`src/design/rtc_trim_map.vh`:
```
// Purpose: Register offsets, field positions and counts of the trim block.
// Assumes: Included by bare name from the trim design files.
// Notes: Definitions only.
`ifndef RTC_TRIM_MAP_VH
`define RTC_TRIM_MAP_VH

`define TWO_DAY_TRIM_ADDR 8'h10
`define EIGHT_SEC_TRIM_ADDR 8'h12
`define TWO_DAY_CODE_MSB 4
`define TWO_DAY_CODE_W 5
`define TWO_DAY_RESET 5'h00
`define EIGHT_SEC_RESET 8'h00
`define READ_ZERO 8'h00
`define CRYSTAL_TICKS_PER_SEC 32768
`define SD_SLOT_BITS 10
`define SD_ACC_W 8

`endif

```
`src/design/sigma_delta_trim.v`:
```
// Purpose: Spreads the eight-second trim as extra or dropped crystal ticks.
// Assumes: Tick input is a one-cycle pulse on the core clock, far apart.
// Notes: Each 8 s window holds 256 slots; the accumulator adds the trim magnitude per slot.
`timescale 1ns/100ps
`include "rtc_trim_map.vh"
module sigma_delta_trim #(
  parameter SLOT_BITS = `SD_SLOT_BITS,
  parameter ACC_W = `SD_ACC_W
) (
  input wire core_clk_in,
  input wire arst_n_in,
  input wire tick_in,
  input wire [7:0] trim_in,
  output reg tick_out
);
  reg [SLOT_BITS-1:0] slot_cnt_q;
  reg [ACC_W-1:0] acc_q;
  reg pend_q;
  wire [7:0] mag;
  wire [ACC_W:0] acc_sum;
  wire slot_end;
  wire fire;

  // Trim is signed; the magnitude drives the modulator, the sign picks add or drop.
  assign mag = trim_in[7] ? (8'h00 - trim_in) : trim_in;
  assign slot_end = tick_in && (slot_cnt_q == {SLOT_BITS{1'b1}});
  assign acc_sum = {1'b0, acc_q} + {1'b0, mag[ACC_W-1:0]};
  assign fire = slot_end && acc_sum[ACC_W] && (trim_in != 8'h00);

  always @(posedge core_clk_in or negedge arst_n_in) begin
    if (!arst_n_in) begin
      slot_cnt_q <= {SLOT_BITS{1'b0}};
      acc_q <= {ACC_W{1'b0}};
      pend_q <= 1'b0;
      tick_out <= 1'b0;
    end else begin
      tick_out <= 1'b0;
      if (pend_q) begin
        tick_out <= 1'b1;
        pend_q <= 1'b0;
      end
      if (tick_in) begin
        slot_cnt_q <= slot_cnt_q + {{(SLOT_BITS-1){1'b0}}, 1'b1};
        if (slot_end) begin
          acc_q <= acc_sum[ACC_W-1:0];
        end
        // One tick is inserted or dropped per accumulator carry over the 8 s window.
        if (fire && trim_in[7]) begin
          tick_out <= 1'b0;
        end else begin
          tick_out <= 1'b1;
          if (fire) begin
            pend_q <= 1'b1;
          end
        end
      end
    end
  end
endmodule // sigma_delta_trim

```
`src/design/rtc_frequency_trim.v`:
```
// Purpose: Oscillator frequency trimming for the real-time clock seconds chain.
// Assumes: Crystal tick arrives as a level from outside; calendar flags 00:00:30 on this clock.
// Notes: Trim registers reset to zero so the chain starts untrimmed.
//
// How it works
// - Two-day trim register holds signed five-bit code.
// - Upper three bits ignore writes, read zero.
// - Day one gets N/2, day two the rest.
// - Day one and day two alternate forever.
// - Daily correction only at midnight plus thirty seconds.
// - Negative correction discards that many second ticks.
// - Zero code gives no correction either day.
// - Eight-second trim register spreads corrections sigma-delta.
// - All eight bits form the trim value.
// - Signed value raises or lowers frequency proportionally.
`timescale 1ns/100ps
`include "rtc_trim_map.vh"
module rtc_frequency_trim #(
  parameter TICKS_PER_SEC = `CRYSTAL_TICKS_PER_SEC
) (
  input wire core_clk_in,
  input wire arst_n_in,
  input wire osc_level_in,
  input wire at_adjust_time_in,
  input wire [7:0] reg_addr_in,
  input wire [7:0] reg_wdata_in,
  input wire reg_wr_in,
  output reg [7:0] reg_rdata_out,
  output reg sec_step_out,
  output reg day_two_out
);
  reg [`TWO_DAY_CODE_MSB:0] two_day_q;
  reg [7:0] eight_sec_q;
  reg osc_s1_q;
  reg osc_s2_q;
  reg osc_s3_q;
  reg osc_lvl_q;
  reg osc_tick_q;
  reg [15:0] div_q;
  reg done_q;
  reg [4:0] drop_q;
  reg [4:0] add_q;
  reg add_gap_q;
  wire trimmed_tick;
  wire sec_tick;
  wire apply_now;
  wire signed [5:0] today_corr;
  wire [4:0] today_mag;

  // Day-one correction is the code halved and truncated toward zero.
  // Negative codes get one added before the sign-keeping halving, so it rounds toward zero.
  function signed [5:0] day_one_corr;
    input [4:0] code;
    reg [5:0] t;
    begin
      t = {code[4], code} + {5'h00, code[4]};
      day_one_corr = {t[5], t[5:1]};
    end
  endfunction

  function [4:0] mag6;
    input signed [5:0] v;
    reg [5:0] a;
    begin
      a = v[5] ? (6'h00 - v) : v;
      mag6 = a[4:0];
    end
  endfunction

  // Day two takes whatever the code leaves after day one.
  assign today_corr = day_two_out ?
    ({two_day_q[4], two_day_q} - day_one_corr(two_day_q)) : day_one_corr(two_day_q);
  assign today_mag = mag6(today_corr);

  // Registers are written through the documented offsets only.
  always @(posedge core_clk_in or negedge arst_n_in) begin
    if (!arst_n_in) begin
      two_day_q <= `TWO_DAY_RESET;
      eight_sec_q <= `EIGHT_SEC_RESET;
    end else if (reg_wr_in) begin
      if (reg_addr_in == `TWO_DAY_TRIM_ADDR) begin
        two_day_q <= reg_wdata_in[`TWO_DAY_CODE_MSB:0];
      end
      if (reg_addr_in == `EIGHT_SEC_TRIM_ADDR) begin
        eight_sec_q <= reg_wdata_in;
      end
    end
  end

  // Read data follows the address one cycle later; top bits of 10h read zero.
  always @(posedge core_clk_in or negedge arst_n_in) begin
    if (!arst_n_in) begin
      reg_rdata_out <= `READ_ZERO;
    end else if (reg_addr_in == `TWO_DAY_TRIM_ADDR) begin
      reg_rdata_out <= {3'h0, two_day_q};
    end else if (reg_addr_in == `EIGHT_SEC_TRIM_ADDR) begin
      reg_rdata_out <= eight_sec_q;
    end else begin
      reg_rdata_out <= `READ_ZERO;
    end
  end

  // The crystal level passes three flops; a rising change counts once stages two and three agree.
  always @(posedge core_clk_in or negedge arst_n_in) begin
    if (!arst_n_in) begin
      osc_s1_q <= 1'b0;
      osc_s2_q <= 1'b0;
      osc_s3_q <= 1'b0;
      osc_lvl_q <= 1'b0;
      osc_tick_q <= 1'b0;
    end else begin
      osc_s1_q <= osc_level_in;
      osc_s2_q <= osc_s1_q;
      osc_s3_q <= osc_s2_q;
      osc_tick_q <= 1'b0;
      if (osc_s2_q == osc_s3_q) begin
        osc_lvl_q <= osc_s3_q;
        osc_tick_q <= osc_s3_q && !osc_lvl_q;
      end
    end
  end

  // The eight-second trim acts on crystal ticks, ahead of and apart from the daily one.
  sigma_delta_trim #(
    .SLOT_BITS(`SD_SLOT_BITS),
    .ACC_W(`SD_ACC_W)
  ) u_sd (
    .core_clk_in(core_clk_in),
    .arst_n_in(arst_n_in),
    .tick_in(osc_tick_q),
    .trim_in(eight_sec_q),
    .tick_out(trimmed_tick)
  );

  assign sec_tick = trimmed_tick && (div_q == TICKS_PER_SEC - 1);

  always @(posedge core_clk_in or negedge arst_n_in) begin
    if (!arst_n_in) begin
      div_q <= 16'h0000;
    end else if (trimmed_tick) begin
      if (div_q == TICKS_PER_SEC - 1) begin
        div_q <= 16'h0000;
      end else begin
        div_q <= div_q + 16'h0001;
      end
    end
  end

  // The daily correction is taken once, on the first second seen at 00:00:30.
  assign apply_now = sec_tick && at_adjust_time_in && !done_q;

  always @(posedge core_clk_in or negedge arst_n_in) begin
    if (!arst_n_in) begin
      done_q <= 1'b0;
      day_two_out <= 1'b0;
      drop_q <= 5'h00;
      add_q <= 5'h00;
      add_gap_q <= 1'b0;
      sec_step_out <= 1'b0;
    end else begin
      sec_step_out <= 1'b0;
      add_gap_q <= 1'b0;
      if (!at_adjust_time_in && drop_q == 5'h00) begin
        done_q <= 1'b0;
      end
      if (apply_now) begin
        done_q <= 1'b1;
        day_two_out <= !day_two_out;
        if (today_corr[5]) begin
          // Negative: this and the next ticks are swallowed, holding the seconds.
          drop_q <= today_mag - 5'h01;
        end else begin
          // Positive: this second counts, then extra steps follow one by one.
          sec_step_out <= 1'b1;
          add_q <= today_mag;
          add_gap_q <= 1'b1;
        end
        // A zero code leaves both counters at zero, so nothing changes.
      end else if (sec_tick) begin
        if (drop_q != 5'h00) begin
          drop_q <= drop_q - 5'h01;
        end else begin
          sec_step_out <= 1'b1;
          add_gap_q <= 1'b1;
        end
      end else if (add_q != 5'h00 && !add_gap_q) begin
        // Extra steps are spaced by an idle cycle so the calendar sees each carry.
        sec_step_out <= 1'b1;
        add_gap_q <= 1'b1;
        add_q <= add_q - 5'h01;
      end
    end
  end
endmodule // rtc_frequency_trim

```
`config.mk`:
```
export PLATFORM = sky130hd
export DESIGN_NAME = rtc_frequency_trim
export DESIGN_NICKNAME = d
export VERILOG_FILES = /design/src/design/sigma_delta_trim.v /design/src/design/rtc_frequency_trim.v
export VERILOG_INCLUDE_DIRS = /design/src /design/src/design
export SDC_FILE = /design/constraint.sdc
export NUM_CORES = 1
export LEC_CHECK = 0
export ABC_AREA = 1
export BUFFER_PORTS_ARGS = -buffer_cell sky130_fd_sc_hd__buf_2
export CAP_MARGIN = 15
export CORE_MARGIN = 2
export CORE_UTILIZATION = 65
export DETAILED_ROUTE_END_ITERATION = 10
export PLACE_DENSITY = 0.86
export SYNTH_ARGS = -nofsm -noshare
export SYNTH_HDL_FRONTEND = slang
export SYNTH_SLANG_ARGS = --single-unit
```
`constraint.sdc`:
```
create_clock -name core_clk_in -period 5.3 [get_ports core_clk_in]
set_clock_uncertainty 0.1 [all_clocks]
set_input_delay 0.265 -clock core_clk_in [delete_from_list [all_inputs] [get_ports core_clk_in]]
set_output_delay 0.265 -clock core_clk_in [all_outputs]
set_load 0.1 [all_outputs]
```
==> results of run 1 <==
-- flip-flops by register name, summed over array words and instances (netlist names) --
signal and cells:
div_q 16, u_sd.slot_cnt_q 10, eight_sec_q 8, reg_rdata_out 8, u_sd.acc_q 8, add_q 5
drop_q 5, two_day_q 5, add_gap_q 1, day_two_out 1, done_q 1, osc_lvl_q 1
osc_s1_q 1, osc_s2_q 1, osc_s3_q 1, osc_tick_q 1, u_sd.pend_q 1, u_sd.tick_out 1
-- per-layer routing --
metal	share of wire (%)	vias to the layer above	global-route usage (%)	routed length (microns)
li1	-	1757	-	-
met1	46	1734	35.08	4023
met2	49	81	44.03	4282
met3	4.0	14	4.183	351
met4	1.6	0	9.380	138
met5	0	-	0	0
-- cell type report --
type                    count  area share, %
clock inverters             3          1.445
well taps                  77          2.023
inverters                  80          6.358
clock buffers              13          3.547
flip-flops and latches     75          39.41
multi-input cells         357          43.59
repair buffers             32          3.626
-- power groups by stage --
stage	registers, uW	logic [uW]	clock network [uW]
after detailed placement	667	218	0
after CTS	656	223	525
after global placement	664	208	0
after floorplan	660	166	0
after global routing	662	261	547
final	656	221	524
-- kinds of logic after synthesis --
group | count (synthesis) | synth area share, %
AO/OA/AOI/OAI | 76 | 10.26
flip-flops | 75 | 43.98
adder cells (fa/ha/maj) | 19 | 5.687
XOR/XNOR | 28 | 5.746
buffers and inverters | 83 | 7.388
AND/OR/NAND/NOR | 234 | 26.94
-- cell usage after synthesis (2+ instances only) --
library cell,count
nand2_1,98
dfrtp_1,75
inv_1,68
nor2_1,46
nand3_1,35
o21ai_0,31
a21oi_1,22
xor2_1,22
ha_1,17
inv_2,11
nand2_2,11
nor3_1,10
nand4_1,7
xnor2_1,6
o22ai_1,5
nand2_4,4
nand3_2,4
a21oi_2,3
a31oi_1,3
nor2_2,3
nor4_1,3
and3_1,2
clkbuf_1,2
nor3_2,2
nor3_4,2
o21a_1,2
o21ai_1,2
-- worst max-delay path: cells and delay by family (launching register included) --
family,cells,cell delay [ns]
compound gates,3,0.30
fa+ha+maj,3,0.62
buf+inv,4,0.45
flops,1,0.45
simple gates,10,0.94
-- through the flow --
| step | hold WS [ns] | instances |
|---|---|---|
| after floorplan | -0.1306 | 515 |
| after global routing | 0.04837 | 637 |
| after detailed placement | 0.2523 | 619 |
| final | 0.01811 | 637 |
| after global placement | 0.2336 | 619 |
| after CTS | 0.02902 | 637 |
-- worst max path at each step --
stage / slack [ns] / to / startpoint
after global placement: 2.58 / drop_q[4]$_DFFE_PN0P_ / two_day_q[1]$_DFFE_PN0P_
after floorplan: 2.64 / drop_q[4]$_DFFE_PN0P_ / day_two_out$_DFFE_PN0P_
after detailed placement: 2.41 / drop_q[4]$_DFFE_PN0P_ / two_day_q[2]$_DFFE_PN0P_
after CTS: 2.37 / drop_q[4]$_DFFE_PN0P_ / two_day_q[2]$_DFFE_PN0P_
final: 2.34 / drop_q[4]$_DFFE_PN0P_ / two_day_q[2]$_DFFE_PN0P_
after global routing: 1.98 / drop_q[4]$_DFFE_PN0P_ / two_day_q[2]$_DFFE_PN0P_
-- timing repair --
action,4_1_cts,5_1_grt
hold buffers,2,0
endpoints found under the hold margin,49,0
resized for setup,0,0
==> impl_metrics.ini, run 1 <==
[power]
intPower_uw = 1001
power_uw = 1401
combPwrFrac_pct = 15.8
clock_power_share_pct = 37.4
switching_share_pct = 28.53
power_switching_uw = 399.6
power_density_mw_per_mm2 = 294.1
ir_worst_vdd_v = 0.0002243
p_leak_uw = 0.002508
pwr-share-seq_pct = 46.8

[setup_path]
cp_slowest_cell = dfrtp_1
cp_data_arrival_time_ns = 3.11
crit_fanout = 8
r2r_start = two_day_q[2]$_DFFE_PN0P_
crit_required_ns = 5.45
r2r_slack_ns = 2.34
worstSetupPathType = flip-flop to flip-flop
rr_worst_depth = 20
start_kind = flip-flop
cpPeakStageDelay_ns = 0.45
critPathCaptureType = flip-flop
path_cells = inv_1, nand4_1, nand3_1, o21a_1, ha_1, nand2_1, o21ai_0, inv_1, ha_1, inv_1, nand3_1, nand3_2, o21ai_2, inv_1, ha_1, nand3_1, nor2_1, nand2_1, nand3_1, nand2_1
timing.rr.end = drop_q[4]$_DFFE_PN0P_

[yosys]
synth_area_sq_mm = 0.004268
synth_seq_cells = 75
yosys.area.top_type = dfrtp_1
synthCells = 515
yosysWarningCount = 0
synthTopCellsByArea = dfrtp_1 (44%), nand2_1 (8.6%), inv_1 (6.0%)
synth.distinct_cells = 46
syn_area_per_cell_sq_um = 8.287
seq_area_frac_synth_pct = 43.98
synth_edf_count = 0
async_reset_ff_share_pct = 100.0
synthFlopType = dfrtp_1
yosysTopAreaCellShare_pct = 43.98
syn_nets = 554

[global_route]
antenna_found_initial = 0
grt_max_degree = 76
overflow = 0
grtUsageTotal_pct = 26.36
first_global_vias = 3463
grt_pass1_wl_microns = 15340

[sta]
fmax_ghz = 0.3376
fin_ws_ns = 2.338
slew_viol_final = 0
fin_setup_tns_ns = 0
finalHoldViolations = 0
slew_headroom_pct = 38.42
setup-violations-final = 0
min_period_over_period_pct = 55.88
worst_pin_slew_ns = 0.9238
min_period_ns = 2.962
rsz0062_at_grt = no

[finish]
drive_gt1_share_pct = 16.79
seqCellArea_sq_mm = 0.001877
final_common_cell = nand2_1
design_area_sq_mm = 0.004762
insertedDiodeCount = 0
layout_common_cells = nand2_1 (98), dfrtp_1 (75), inv_1 (68), nor2_1 (46), nand3_1 (35)
final_util_pct = 75.00
nets = 594
areaGrowthSynthToFinish_pct = 11.58
nFillCells = 406
multi_input_area_sq_mm = 0.002076

[hold_path]
hold_path_depth = 3
hold_class = input pin to flip-flop
min_to = eight_sec_q[5]$_DFFE_PN0P_
worstHoldStart = reg_wdata_in[5]

[route]
wl_per_cell_microns = 13.81
vias = 3586
wirelength_microns = 8794
drc = 0
viasPerCell = 5.630
drt_iter0_drc = 225
ant_nets = 0
dr.pass1.iters = 4

[place]
dp_slack_ns = 2.406
gp_congestion = 0.8340
numPortBuffers = 30
placed_area_sq_mm = 0.004504
dp_hpwl_microns = 6315

[job]
drv_cap = 0

[clock_network]
htreeDepth = 3
cts_inserted_buffers = 9
cts_tree = built
root_buffer = clkbuf_8
cts_setup_buffers = 0
clockBufferDepth = 2
clk_pin_slew_worst_paths_ns = 0.08
clock_latency_ns = 0.36
numClockSinks = 75

[die]
ios = 31
rows = 29
dieWidth_microns = 85.03
core_area_sq_mm = 0.006350
die_area_sq_mm = 0.007230
initial_utilization_pct = 67.21
die_y_microns = 85.03

[run_status]
outcome = finished, final reports clean
Note: power is estimated with default switching activity, not from simulation.
==> run 2, diff against run 1 <==
- ABC_AREA: 1 -> 0
- CORE_UTILIZATION: 65 -> 60
- PLACE_DENSITY: 0.86 -> 0.8
- clock period: 5.3 -> 3.1 ns (I/O delays scaled with it)
==> run 2 against run 1 <==
  * Sequential cell count unchanged
  * Synthesized cell count decreased by 20%
  * Total power increased by 86%
  * Critical path type unchanged
  * Worst setup slack got worse by 2.2 ns
==> impl_metrics.ini, run 2 <==
[sta]
worst_pin_slew_ns = 0.9314
setup-violations-final = 0
rsz0062_at_grt = yes
min_period_ns = 3.007
fmax_ghz = 0.3326
slew_viol_final = 0
min_period_over_period_pct = 96.98
fin_hold_ws_ns = 0.07780
finalHoldViolations = 0
slew_headroom_pct = 37.91

[finish]
drive_gt1_share_pct = 27.00
design_area_sq_mm = 0.005027
layout_common_cells = dfrtp_1 (74), nand2_1 (41), nor2_1 (34), buf_2 (29)
insertedDiodeCount = 0
reg_top3 = div_q x16, u_sd.slot_cnt_q x10
areaGrowthSynthToFinish_pct = 17.86
regMostFlops = div_q
final_cells = 570
final_common_cell = dfrtp_1
largest_reg_flops = 16
nets = 508

[setup_path]
cp_data_arrival_time_ns = 3.14
path_buf_inv = 2
crit_family = adder cells
cpPeakStageDelay_ns = 0.38
critPathCaptureType = flip-flop
crit_required_ns = 3.23
worstSetupPathType = flip-flop to flip-flop
path_cells = and2_4, xnor2_2, ha_2, inv_2, ha_4, nand2_1, o21ai_2, inv_2, ha_4, a2111oi_4, xnor3_2, mux2i_4, o211ai_1, mux2i_1, o22ai_1
cp_slowest_cell = dfrtp_1
start_kind = flip-flop
r2r_slack_ns = 0.09
crit_fanout = 5

[route]
viasPerCell = 5.672
vias = 3233
wl_per_cell_microns = 15.54
wirelength_microns = 8856
drc = 0
drt_iter0_drc = 208
dr.pass1.iters = 4
ant_nets = 0

[yosys]
synthFlopType = dfrtp_1
synth.distinct_cells = 71
synth_area_sq_mm = 0.004265
synth_edf_count = 0
yosysTopAreaCellShare_pct = 44.00
ys_top_cells_by_count = dfrtp_1 (75), nand2_1 (41), nor2_1 (34)
syn_nets = 451
async_reset_ff_share_pct = 100.0
yosys.area.top_type = dfrtp_1
synthCells = 412
synth.most_common_cell = dfrtp_1
synth_seq_cells = 75
synthTopCellsByArea = dfrtp_1 (44%), mux2_2 (5.3%), ha_1 (5.0%)
syn_area_per_cell_sq_um = 10.35
yosysWarningCount = 0
seq_area_frac_synth_pct = 44.00

[place]
numPortBuffers = 30
gp_congestion = 0.8762
dp_hpwl_microns = 5825
dp.cells = 536
placed_area_sq_mm = 0.004547

[global_route]
grt_pass1_wl_microns = 14700
grt_max_degree = 76
grtUsageTotal_pct = 24.04
first_global_vias = 3228
overflow = 0
antenna_found_initial = 0

[power]
ir_worst_vdd_v = 0.0002926
power_density_mw_per_mm2 = 517.8
p_leak_uw = 0.002355

[clock_network]
htreeDepth = 3
clockBufferDepth = 2
numClockSinks = 75
clk_pin_slew_worst_paths_ns = 0.09
clock_latency_ns = 0.35
cts_inserted_buffers = 9
cts_tree = built
root_buffer = clkbuf_8

[die]
initial_utilization_pct = 62.44
ios = 31
die_y_microns = 88.32
dieWidth_microns = 88.32
die_area_sq_mm = 0.007800
core_area_sq_mm = 0.006832
rows = 30

[run_status]
outcome = finished, final reports clean

[job]
drv_cap = 0

[hold_path]
hold_class = input pin to flip-flop
[run 2: cell types whose count changed after synthesis, sizes merged, moves of 7 or more]
cell / previous run / this run
clkbuf: 2 / 9
and3: 2 / 11
mux2: 0 / 20
nand3: 40 / 8
xnor2: 6 / 23
inv: 80 / 17
nand2: 113 / 41
mux2i: 0 / 10
a21oi: 25 / 15
o21ai: 34 / 25
nor2: 50 / 34
[run 2: area by class of cell]
cell class | instances | area (sq um)
clock inverter | 6 | 88.84
inverter | 17 | 66.31
sequential | 75 | 1878
clock buffer | 10 | 127.6
tap | 96 | 120.1
fill | 474 | 1804
timing repair buffer | 60 | 405.4
multi-input combinational | 306 | 2341
[run 2: path summary, 6_finish.rpt]
| kind | startpoint | endpoint | depth (start not counted) |
|---|---|---|---|
| max | two_day_q[4]$_DFFE_PN0P_ | drop_q[4]$_DFFE_PN0P_ | 15 |
| min | reg_addr_in[7] | reg_rdata_out[1]$_DFF_PN0_ | 4 |
| max reg2reg | two_day_q[4]$_DFFE_PN0P_ | drop_q[4]$_DFFE_PN0P_ | 15 |
| min reg2reg | osc_s1_q$_DFF_PN0_ | osc_s2_q$_DFF_PN0_ | 0 |
| max in group asynchronous | arst_n_in | day_two_out$_DFFE_PN0P_ | 2 |
| min in group asynchronous | arst_n_in | u_sd.acc_q[5]$_DFFE_PN0P_ | 2 |
[run 2: per-layer routing]
layer  vias up  track usage [%]  wire (microns)
li1       1576                -               -
met5         -                0               0
met3        22            4.011             352
met1      1545            32.23            3946
met4         0            9.642             209
met2        90            39.23            4347
[run 2: logic make-up (layout without fill, tap and decap cells)]
logic type | count (synthesis) | in the layout | share of synthesized area (%)
buf+inv | 31 | 93 | 4.165
mux | 30 | 30 | 7.715
fa+ha+maj | 19 | 19 | 5.691
xor+xnor | 41 | 41 | 8.771
compound gates | 79 | 79 | 12.61
flops | 75 | 75 | 44.00
simple gates | 137 | 137 | 17.04
[run 2: report_power, final]
| part | internal (uW) | switching [uW] |
|---|---|---|
| clock | 455 | 377 |
| sequential | 1090 | 121 |
| combinational | 244 | 314 |
[run 2: per-stage QoR]
stage	TNS (ns)	utilization [%]	power (uW)	setup slack, ns
2_1_floorplan	0	-	1608	0.03636
3_3_place_gp	0	66.56	1696	0.05921
3_5_place_dp	-0.02109	66.56	1732	-0.02109
4_1_cts	0	72.29	2592	0.01058
5_1_grt	-0.08959	73.59	2726	-0.04562
6_report	0	73.59	2603	0.09347
[run 2: repair_timing]
action	CTS	global route
buffers inserted	4	3
resized for setup	5	13
pin swaps	4	8
hold buffers	11	0
setup endpoints to repair	2	4
endpoints found under the hold margin	90	0
[run 2: worst min-delay path, cell delays in order]
cell and delay [ns]:
buf_2 0.07, nor4b_1 0.05, nand2_1 0.15, nor2_1 0.07
